===== src/hw/iprr_regs.svh =====
// Constants of the interrupt priority resolver: indices, types, reset values
`ifndef IPRR_REGS_SVH
`define IPRR_REGS_SVH

// Source count and source indices (index is also the default rank)
`define IPRR_NSRC         3'h7
`define IPRR_SRC_TMR      3'h0
`define IPRR_SRC_DMA0     3'h1
`define IPRR_SRC_DMA1     3'h2
`define IPRR_SRC_EXT0     3'h3
`define IPRR_SRC_EXT1     3'h4

// Fixed types handed to the core on acknowledge
`define IPRR_TYPE_TMR0    8'h08
`define IPRR_TYPE_TMR1    8'h12
`define IPRR_TYPE_TMR2    8'h13
`define IPRR_TYPE_DMA0    8'h0A
`define IPRR_TYPE_DMA1    8'h0B
`define IPRR_TYPE_EXT0    8'h0C
`define IPRR_TYPE_EXT1    8'h0D
`define IPRR_TYPE_EXT2    8'h0E
`define IPRR_TYPE_EXT3    8'h0F

// Reset values
`define IPRR_PRIO_RESET   21'h1AC688
`define IPRR_MASK_RESET   7'h7F
`define IPRR_THRESH_RESET 3'h7
`define IPRR_PRIO_LEAST   3'h7

// Timer status bit positions
`define IPRR_TSTAT_T0     2'h0
`define IPRR_TSTAT_T1     2'h1

`endif


===== src/hw/iprr_pkg.sv =====
// Types shared by the interrupt priority resolver modules
package iprr_pkg;

	// One priority value, zero most urgent
	typedef logic [2:0] iprr_prio_t;

	// Priority of every source, index 0 is the timer group
	typedef iprr_prio_t [6:0] iprr_prio_vec_t;

	// Complete state of the top module
	typedef struct packed {
		logic [6:0]     pending;      // Request bits
		logic [6:0]     in_service;   // Handlers in progress
		logic [6:0]     mask;         // One mask bit per source
		iprr_prio_vec_t prio;         // Programmed priorities
		iprr_prio_t     threshold;    // Priority threshold
		logic [3:0]     trigger;      // External pin mode, 1 = level
		logic [1:0]     self_pre;     // Self-preemption, pins 0 and 1
		logic [2:0]     timer_status; // Second-level timer requests
		logic [3:0]     pin_prev;     // Previous pin levels
		logic           int_req;      // Request to the core
		logic [7:0]     int_type;     // Type of last acknowledge
		logic           type_valid;   // Acknowledge produced a type
	} iprr_state_t;

endpackage : iprr_pkg


===== src/hw/iprr_resolver.sv =====
// Combinational qualification and winner selection among pending sources
`timescale 1ns/1ps
`include "iprr_regs.svh"

module iprr_resolver (
	// Source state
	input  wire logic [6:0]             pending,
	input  wire logic [6:0]             mask,
	input  wire logic [6:0]             in_service,
	input  wire iprr_pkg::iprr_prio_vec_t prio,
	// Configuration
	input  wire iprr_pkg::iprr_prio_t   threshold,
	input  wire logic [1:0]             self_pre,
	// Result
	output logic                        q_any,
	output logic [2:0]                  win_idx
);

	// True when a is at least as urgent as b
	function automatic logic iprr_as_urgent(input iprr_pkg::iprr_prio_t a,
		input iprr_pkg::iprr_prio_t b);
		return a <= b;
	endfunction : iprr_as_urgent

	logic [6:0]         qual;      // Sources that meet every criterion
	iprr_pkg::iprr_prio_t floor_p; // Most urgent priority in service
	iprr_pkg::iprr_prio_t best_p;  // Priority of the current winner

	// Nesting floor, then qualification of each source
	always_comb begin
		floor_p = `IPRR_PRIO_LEAST;
		for (int i = 0; i < 7; i++) begin
			if (in_service[i] && prio[i] < floor_p) begin
				floor_p = prio[i];
			end
		end
		for (int i = 0; i < 7; i++) begin
			// RULE_08 request criteria
			qual[i] = pending[i] && !mask[i]
				&& iprr_as_urgent(prio[i], threshold)
				&& iprr_as_urgent(prio[i], floor_p);
			// RULE_12 own service blocks
			if (in_service[i]) begin
				// RULE_19 self preemption exception
				if (!((i == `IPRR_SRC_EXT0 && self_pre[0])
					|| (i == `IPRR_SRC_EXT1 && self_pre[1]))) begin
					qual[i] = 1'b0;
				end
			end
		end
	end

	// Lowest priority value wins; scanning upward keeps ties at lower index
	always_comb begin
		q_any   = 1'b0;
		win_idx = `IPRR_SRC_TMR;
		best_p  = `IPRR_PRIO_LEAST;
		for (int i = 0; i < 7; i++) begin
			// RULE_05 tie keeps default order
			if (qual[i] && (!q_any || prio[i] < best_p)) begin
				q_any   = 1'b1;
				win_idx = 3'(i);
				best_p  = prio[i];
			end
		end
	end

endmodule : iprr_resolver


===== src/hw/iprr_top.sv =====
// Interrupt priority resolver: master-mode request, acknowledge and service tracking
// Operation
// RULE_01 - one mask bit per source blocks it
// RULE_02 - three-bit priority, zero most urgent
// RULE_03 - reset priorities timer 0 to pin3 6
// RULE_04 - timers share source; timer zero favoured
// RULE_05 - equal priorities resolved by default order
// RULE_06 - threshold blocks less urgent; resets to seven
// RULE_07 - detected event sets pending until acknowledged
// RULE_08 - request needs unmasked, threshold, nesting pass
// RULE_09 - core accepts only with global enable
// RULE_10 - acknowledge returns winner at that instant
// RULE_11 - acknowledge clears pending, sets in-service
// RULE_12 - end-of-service clears bit; set bit blocks
// RULE_13 - timer event sets status and shared pending
// RULE_14 - timer acknowledge clears most urgent status
// RULE_15 - shared timer in-service blocks all timers
// RULE_16 - fixed types per source on acknowledge
// RULE_17 - control mask and mask register shared
// RULE_18 - pin trigger select: edge or level
// RULE_19 - pins zero, one may preempt themselves
// RULE_20 - request re-evaluated and dropped each clock
`timescale 1ns/1ps
`include "iprr_regs.svh"

module iprr_top (
	// Clock, reset, enable
	input  wire logic        ref_clk,
	input  wire logic        sys_rst,
	input  wire logic        clk_en,
	// Peripheral events, one-cycle pulses
	input  wire logic [2:0]  timer_event,
	input  wire logic [1:0]  dma_event,
	// External request pins
	input  wire logic        ext_request_pin_0,
	input  wire logic        ext_request_pin_1,
	input  wire logic        ext_request_pin_2,
	input  wire logic        ext_request_pin_3,
	// Mask register view
	input  wire logic        mask_wr,
	input  wire logic [6:0]  mask_wdata,
	// Per-source control write
	input  wire logic        ctl_wr,
	input  wire logic [2:0]  ctl_sel,
	input  wire logic        ctl_mask,
	input  wire logic [2:0]  ctl_prio,
	input  wire logic        trigger_select,
	input  wire logic        ctl_self_pre,
	// Threshold write
	input  wire logic        threshold_wr,
	input  wire logic [2:0]  threshold_wdata,
	// Handler end
	input  wire logic        end_of_service_command,
	input  wire logic [2:0]  eos_source,
	// Core handshake
	input  wire logic        int_ack,
	output logic             int_req,
	output logic [7:0]       int_type,
	output logic             type_valid,
	// Status views
	output logic [6:0]       pending,
	output logic [6:0]       in_service,
	output logic [2:0]       timer_status,
	output logic [6:0]       mask_view,
	output logic [2:0]       threshold_view
);

	iprr_pkg::iprr_state_t st;      // Registered state
	iprr_pkg::iprr_state_t next_st; // Next state
	logic                  q_any;   // Some source qualifies now
	logic [2:0]            win_idx; // Winning source now
	logic [3:0]            pins;    // External pins as a vector
	logic [2:0]            t_clr;   // Timer status bit to clear

	assign pins = {ext_request_pin_3, ext_request_pin_2, ext_request_pin_1, ext_request_pin_0};

	// Most urgent timer among set status bits, one-hot
	function automatic logic [2:0] iprr_lowest(input logic [2:0] t);
		return t & ~3'(t - 3'h1);
	endfunction : iprr_lowest

	// Type handed over for a source; timer type follows its status
	function automatic logic [7:0] iprr_type(input logic [2:0] idx, input logic [2:0] t);
		logic [7:0] ty;
		ty = `IPRR_TYPE_TMR0;
		case (idx)
			3'h0: begin
				if (t[`IPRR_TSTAT_T0]) begin
					ty = `IPRR_TYPE_TMR0;
				end else if (t[`IPRR_TSTAT_T1]) begin
					ty = `IPRR_TYPE_TMR1;
				end else begin
					ty = `IPRR_TYPE_TMR2;
				end
			end
			3'h1: ty = `IPRR_TYPE_DMA0;
			3'h2: ty = `IPRR_TYPE_DMA1;
			3'h3: ty = `IPRR_TYPE_EXT0;
			3'h4: ty = `IPRR_TYPE_EXT1;
			3'h5: ty = `IPRR_TYPE_EXT2;
			3'h6: ty = `IPRR_TYPE_EXT3;
			default: ty = `IPRR_TYPE_TMR0;
		endcase
		return ty;
	endfunction : iprr_type

	// Qualification and winner on the current state
	iprr_resolver u_iprr_resolver (
		.pending    (st.pending),
		.mask       (st.mask),
		.in_service (st.in_service),
		.prio       (st.prio),
		.threshold  (st.threshold),
		.self_pre   (st.self_pre),
		.q_any      (q_any),
		.win_idx    (win_idx)
	);

	// Timer status bit picked at acknowledge
	assign t_clr = iprr_lowest(st.timer_status);

	// Next-state logic; order inside makes event sets win over clears
	always_comb begin
		next_st = st;
		if (clk_en) begin
			next_st.type_valid = 1'b0;
			// RULE_01 whole mask register write
			if (mask_wr) begin
				next_st.mask = mask_wdata;
			end
			// Control write; index outside the sources is ignored
			if (ctl_wr && ctl_sel < `IPRR_NSRC) begin
				// RULE_17 same mask storage
				next_st.mask[ctl_sel] = ctl_mask;
				// RULE_02 programmable priority
				next_st.prio[ctl_sel] = ctl_prio;
				if (ctl_sel >= `IPRR_SRC_EXT0) begin
					next_st.trigger[2'(ctl_sel - `IPRR_SRC_EXT0)] = trigger_select;
				end
				if (ctl_sel == `IPRR_SRC_EXT0 || ctl_sel == `IPRR_SRC_EXT1) begin
					next_st.self_pre[1'(ctl_sel - `IPRR_SRC_EXT0)] = ctl_self_pre;
				end
			end
			// RULE_06 threshold write
			if (threshold_wr) begin
				next_st.threshold = threshold_wdata;
			end
			// RULE_12 end of service
			if (end_of_service_command && eos_source < `IPRR_NSRC) begin
				next_st.in_service[eos_source] = 1'b0;
			end
			// Acknowledge; with nothing qualifying no type is given
			if (int_ack) begin
				if (q_any) begin
					// RULE_10 winner at acknowledge
					// RULE_16 fixed type
					next_st.int_type   = iprr_type(win_idx, st.timer_status);
					next_st.type_valid = 1'b1;
					// RULE_11 pending to in-service
					// RULE_15 shared timer service
					next_st.in_service[win_idx] = 1'b1;
					if (win_idx == `IPRR_SRC_TMR) begin
						// RULE_14 clear one timer status
						next_st.timer_status = st.timer_status & ~t_clr;
						next_st.pending[`IPRR_SRC_TMR] = |(st.timer_status & ~t_clr);
					end else begin
						next_st.pending[win_idx] = 1'b0;
					end
				end
			end
			// RULE_13 timer status and pending
			// RULE_04 timers share one source
			if (|timer_event) begin
				next_st.timer_status = next_st.timer_status | timer_event;
				next_st.pending[`IPRR_SRC_TMR] = 1'b1;
			end
			// RULE_07 events latch pending
			if (dma_event[0]) begin
				next_st.pending[`IPRR_SRC_DMA0] = 1'b1;
			end
			if (dma_event[1]) begin
				next_st.pending[`IPRR_SRC_DMA1] = 1'b1;
			end
			for (int j = 0; j < 4; j++) begin
				// RULE_18 edge or level trigger
				if (st.trigger[j] ? pins[j] : (pins[j] && !st.pin_prev[j])) begin
					next_st.pending[`IPRR_SRC_EXT0 + j] = 1'b1;
				end
			end
			next_st.pin_prev = pins;
			// RULE_20 request follows qualification
			next_st.int_req = q_any;
		end
	end

	// State register with synchronous reset
	always_ff @(posedge ref_clk) begin
		if (sys_rst) begin
			st.pending      <= '0;
			st.in_service   <= '0;
			st.mask         <= `IPRR_MASK_RESET;
			// RULE_03 default priorities
			st.prio         <= `IPRR_PRIO_RESET;
			st.threshold    <= `IPRR_THRESH_RESET;
			st.trigger      <= '0;
			st.self_pre     <= '0;
			st.timer_status <= '0;
			st.pin_prev     <= '0;
			st.int_req      <= 1'b0;
			st.int_type     <= `IPRR_TYPE_TMR0;
			st.type_valid   <= 1'b0;
		end else begin
			st <= next_st;
		end
	end

	// Outputs straight from state flip-flops
	assign int_req        = st.int_req;
	assign int_type       = st.int_type;
	assign type_valid     = st.type_valid;
	assign pending        = st.pending;
	assign in_service     = st.in_service;
	assign timer_status   = st.timer_status;
	assign mask_view      = st.mask;
	assign threshold_view = st.threshold;

	// RULE_01 fully masked gives no request
	AST_ALL_MASKED: assert property (@(posedge ref_clk) disable iff (sys_rst) // RULE_01
		clk_en && (&st.mask) |=> !int_req)
		else $error("request raised with every source masked");

	// RULE_03 reset priorities
	AST_RESET_PRIO: assert property (@(posedge ref_clk) disable iff (sys_rst) // RULE_03
		$past(sys_rst) |-> st.prio == `IPRR_PRIO_RESET && threshold_view == `IPRR_THRESH_RESET)
		else $error("priorities or threshold wrong after reset");

	// RULE_08 qualified source raises request
	AST_REQ_RAISE: assert property (@(posedge ref_clk) disable iff (sys_rst) // RULE_08
		clk_en && q_any |=> int_req)
		else $error("qualified source did not raise request");

	// RULE_20 request drops when nothing qualifies
	AST_REQ_DROP: assert property (@(posedge ref_clk) disable iff (sys_rst) // RULE_20
		clk_en && !q_any |=> !int_req)
		else $error("request held with no qualified source");

	// RULE_11 acknowledge moves DMA0 into service
	AST_ACK_MOVE: assert property (@(posedge ref_clk) disable iff (sys_rst) // RULE_11
		clk_en && int_ack && q_any && win_idx == `IPRR_SRC_DMA0 && !dma_event[0]
		|=> in_service[1] && !pending[1] && type_valid && int_type == `IPRR_TYPE_DMA0)
		else $error("acknowledge of DMA0 did not move it into service");

	// RULE_14 timer one served, timer two stays
	AST_TIMER_ACK: assert property (@(posedge ref_clk) disable iff (sys_rst) // RULE_14
		clk_en && int_ack && q_any && win_idx == `IPRR_SRC_TMR
		&& st.timer_status == 3'h6 && timer_event == 3'h0
		|=> timer_status == 3'h4 && pending[0] && int_type == `IPRR_TYPE_TMR1)
		else $error("timer acknowledge handled status wrongly");

	// RULE_15 timer group not served while in service
	AST_TIMER_BLOCK: assert property (@(posedge ref_clk) disable iff (sys_rst) // RULE_15
		st.in_service[0] |-> !(q_any && win_idx == `IPRR_SRC_TMR))
		else $error("timer won while its service bit was set");

	// RULE_12 end of service clears the bit
	AST_EOS_CLEAR: assert property (@(posedge ref_clk) disable iff (sys_rst) // RULE_12
		clk_en && end_of_service_command && eos_source == `IPRR_SRC_EXT0 && !int_ack
		|=> !in_service[3])
		else $error("end of service left bit set");

	// RULE_18 edge on pin zero sets pending
	AST_EDGE_PEND: assert property (@(posedge ref_clk) disable iff (sys_rst) // RULE_18
		clk_en && !st.trigger[0] && ext_request_pin_0 && !st.pin_prev[0]
		|=> pending[3])
		else $error("rising edge on pin zero not latched");

	// RULE_06 threshold blocks less urgent winner
	AST_THRESH: assert property (@(posedge ref_clk) disable iff (sys_rst) // RULE_06
		q_any |-> st.prio[win_idx] <= st.threshold)
		else $error("winner less urgent than threshold");

	// RULE_08 winner pending and unmasked
	AST_WIN_QUAL: assert property (@(posedge ref_clk) disable iff (sys_rst) // RULE_08
		q_any |-> st.pending[win_idx] && !st.mask[win_idx])
		else $error("winner not pending or still masked");

	// RULE_12 own service bit blocks
	AST_OWN_BLOCK: assert property (@(posedge ref_clk) disable iff (sys_rst) // RULE_12
		q_any && st.in_service[win_idx]
		|-> (win_idx == `IPRR_SRC_EXT0 && st.self_pre[0])
		|| (win_idx == `IPRR_SRC_EXT1 && st.self_pre[1]))
		else $error("source won while its own service bit was set");

	// RULE_13 timer zero event latched
	AST_TIMER_SET: assert property (@(posedge ref_clk) disable iff (sys_rst) // RULE_13
		clk_en && timer_event[0] |=> timer_status[0] && pending[0])
		else $error("timer zero event not latched");

	// RULE_18 level pin keeps pending
	AST_LEVEL_PEND: assert property (@(posedge ref_clk) disable iff (sys_rst) // RULE_18
		clk_en && st.trigger[2] && ext_request_pin_2 |=> pending[5])
		else $error("level pin two did not keep pending set");

	// RULE_10 type only after acknowledge
	AST_TYPE_ACK: assert property (@(posedge ref_clk) disable iff (sys_rst) // RULE_10
		clk_en && !int_ack |=> !type_valid)
		else $error("type given without acknowledge");

	// RULE_07 low enable freezes state
	AST_FREEZE: assert property (@(posedge ref_clk) disable iff (sys_rst) // RULE_07
		!clk_en |=> $stable(st))
		else $error("state changed with clock enable low");

endmodule : iprr_top


===== config.mk =====
export PLATFORM = sky130hd
export DESIGN_NAME = iprr_top
export DESIGN_NICKNAME = d
export VERILOG_FILES = /design/src/hw/iprr_pkg.sv /design/src/hw/iprr_resolver.sv /design/src/hw/iprr_top.sv
export VERILOG_INCLUDE_DIRS = /design/src /design/src/hw
export SDC_FILE = /design/constraint.sdc
export NUM_CORES = 1
export LEC_CHECK = 0
export BUFFER_PORTS_ARGS = -buffer_cell sky130_fd_sc_hd__buf_2
export CORE_AREA = 3 3 98 100
export CTS_CLUSTER_DIAMETER = 60
export CTS_CLUSTER_SIZE = 20
export DETAILED_ROUTE_END_ITERATION = 12
export DIE_AREA = 0 0 101 103
export PLACE_DENSITY_LB_ADDON = 0.15
export SYNTH_ARGS = -nofsm -noshare
export SYNTH_HDL_FRONTEND = slang
export SYNTH_HIERARCHICAL = 1
export SYNTH_SLANG_ARGS = --single-unit

===== constraint.sdc =====
create_clock -name ref_clk -period 24.1 [get_ports ref_clk]
set_input_delay 6.025 -clock ref_clk [delete_from_list [all_inputs] [get_ports ref_clk]]
set_output_delay 6.025 -clock ref_clk [all_outputs]
set_load 0.005 [all_outputs]

==> impl_metrics.ini <==
[routing]
dr_wl_met3_um = 1337
drt-met1-wl_um = 6941
firstDrtPassIters = 7
wl_met2_um = 7746
postRouteAntennaNets = 0
dr_total_vias = 5808
routed_wl_um = 16670
drc_errors = 0
post_drt_wl_per_cell_um = 19.20
vias_per_cell = 6.691
highest_layer = met4
drt_iter0_markers = 375

[clocking]
clkTransAtPathRegs_ns = 0.08
clockBufferDepth = 2
root_buffer = clkbuf_8
cts_resized = 0
cts_sinks = 65
cts_setup_buffers = 0
h-tree-depth = 3
ctsHoldBuffers = 0
tritoncts = built
cts_buffers = 9
clk_latency_ns = 0.35

[global_route]
grt_pass1_vias = 5485
grt_overflow_total = 0
track_usage = 0.3287
grt_first_pass_wirelength_um = 27260
grt_max_degree = 55
antenna_found_initial = 0

[power]
switchingPower_uw = 112.0
p_int_uw = 212.2
swShare = 0.3455
pwr-share-clk = 0.326
powerDensity_nw_per_um2 = 55.05
irDropWorstVdd_mv = 0.04807
power.static_leakage_uw = 0.002478
comb_power_share = 0.307
p_seq_frac = 0.367

[floorplanning]
die_w_um = 101
pin_count = 76
core_area_sq_um = 8763
placementRows = 34
die_area_sq_um = 10400
die_h_um = 103
start_util = 0.6378

[place]
place_ws_ns = 9.897
dpl.hpwl_um = 12760
gp_congestion = 0.9509
io_buffers = 72

[timing]
tightest_slew_ns = 1.131
min_period_ns = 14.60
fin_ws_ns = 9.502
rsz0062_at_grt = no
hold_violations = 0
max_freq_mhz = 68.50
post-route-period-util = 0.6057
finalSetupTns_ns = 0
final_max_slew_viol_count = 0
setup_viol = 0
skew_ns = 0.01033
slew_headroom = 0.2446
fin_hold_ws_ns = 0.4637

[setup_path]
slowest_stage = o21ai_1
cp.required_ns = 24.34
startpoint_type = flip-flop
crit_path_frequent_cell = ha_1
reg2reg_depth = 62
path_max_fanout = 10
rrSetupSlack_ns = 9.50
cp.arrival_ns = 14.84
slowest_delay_ns = 0.67
cp-end-kind = flip-flop
critical_path_class = reg -> reg

[logic_synthesis]
yosysMostFrequentCell = a21oi_1
synth_common_cells = a21oi_1, dfxtp_1, nand3_1
synth.distinct_cells = 78
synthFlopType = dfxtp_1
synth_area_leaders = dfxtp_1, ha_1, a21oi_1
yosysSeqAreaShare = 0.2328
synth_seq_cells = 65
synth_cells = 740
async_reset_ff_frac = 0
netlist_area_sq_um = 5589
synth_area_leader_cell = dfxtp_1
ys_warn_count = 6
yosysTopAreaCellShare = 0.2328
synth_edf_count = 0
synth.avg_cell_area_sq_um = 7.553

[layout]
drive_gt1_frac = 0.1500
nets = 830
syn_to_final_growth_pct = 5.395
n_antenna_cell = 0

[status]
status = finished clean

[min_path]
hp-class = reg -> reg
hold_path_depth = 2

[flow_run]
maxCapViolCount = 0
-- path summary, 6_finish.rpt --
path                  from         end
max          in_service[0]  pending[0]
max reg2reg  in_service[0]  pending[0]
min reg2reg         st[13]      st[13]
min                 st[13]      st[13]
-- critical path: cells and delay by family (launching register included) --
kind,cells,cell delay (ns)
compound gates,28,6.86
fa+ha+maj,10,2.92
buf+inv,6,0.54
flops,1,0.43
mux,4,0.88
simple gates,14,2.86
-- metal layers --
layer | GRT usage | up-vias
li1 | - | 2752
met1 | 0.4270 | 2741
met2 | 0.5332 | 261
met3 | 0.06157 | 54
met4 | 0.1462 | 0
met5 | 0 | -
-- final cells by class --
class	instances	area, sq um
clock buffers	10	137.6
clock inverters	6	90.09
fillers	771	2873
inverters	38	142.6
multi-input cells	568	3716
flip-flops and latches	65	1301
well taps	108	135.1
repair buffers	73	367.9
-- registers in the layout, indices dropped and copies added, names as in the netlist --
| signal | count |
|---|---|
| st | 31 |
| in_service | 7 |
| mask_view | 7 |
| pending | 7 |
| int_type | 5 |
| threshold_view | 3 |
| timer_status | 3 |
| int_req | 1 |
| type_valid | 1 |
-- power groups by stage --
stage	combinational, uW	clock, uW	sequential (uW)
2_1_floorplan	78.3	0	118
3_3_place_gp	93.3	0	121
3_5_place_dp	96.6	0	121
4_1_cts	97.3	106	119
5_1_grt	111	111	120
6_report	99.5	106	119
-- metrics by stage --
stage | instance area (sq um) | utilization | power, uW | std cells
floorplan | 5597 | - | 196.6 | 742
global route | 5891 | 0.6722 | 341.7 | 868
detailed placement | 5663 | 0.6462 | 217.9 | 852
CTS | 5891 | 0.6722 | 321.8 | 868
global placement | 5663 | 0.6462 | 214.5 | 852
finish | 5891 | 0.6722 | 324.3 | 868
-- layout by cell type, fill, tap and decap left out, types with 6 or more instances in the layout --
master    instances
buf_2            72
a21oi_1          68
dfxtp_1          65
nand3_1          58
o21ai_0          57
nand2_1          51
inv_1            38
nor2_1           38
ha_1             36
nor2b_1          21
nor3_1           20
a31oi_1          17
o31ai_1          13
a21o_1           13
o211ai_1         11
clkbuf_8         10
mux2i_1           9
maj3_1            9
a211o_1           9
or3_1             8
nand2b_1          7
o22ai_1           7
a221oi_1          6
and3_1            6
-- cells by family after synthesis --
| group | count (synthesis) | synth area share |
|---|---|---|
| flops | 65 | 0.2328 |
| simple gates | 248 | 0.2315 |
| xor+xnor | 1 | 0.001567 |
| fa+ha+maj | 45 | 0.09671 |
| compound gates | 260 | 0.3130 |
| mux | 11 | 0.02015 |
| other cells | 1 | 0.0006709 |
| buf+inv | 109 | 0.1036 |
Note: power is estimated with default switching activity, not from simulation.
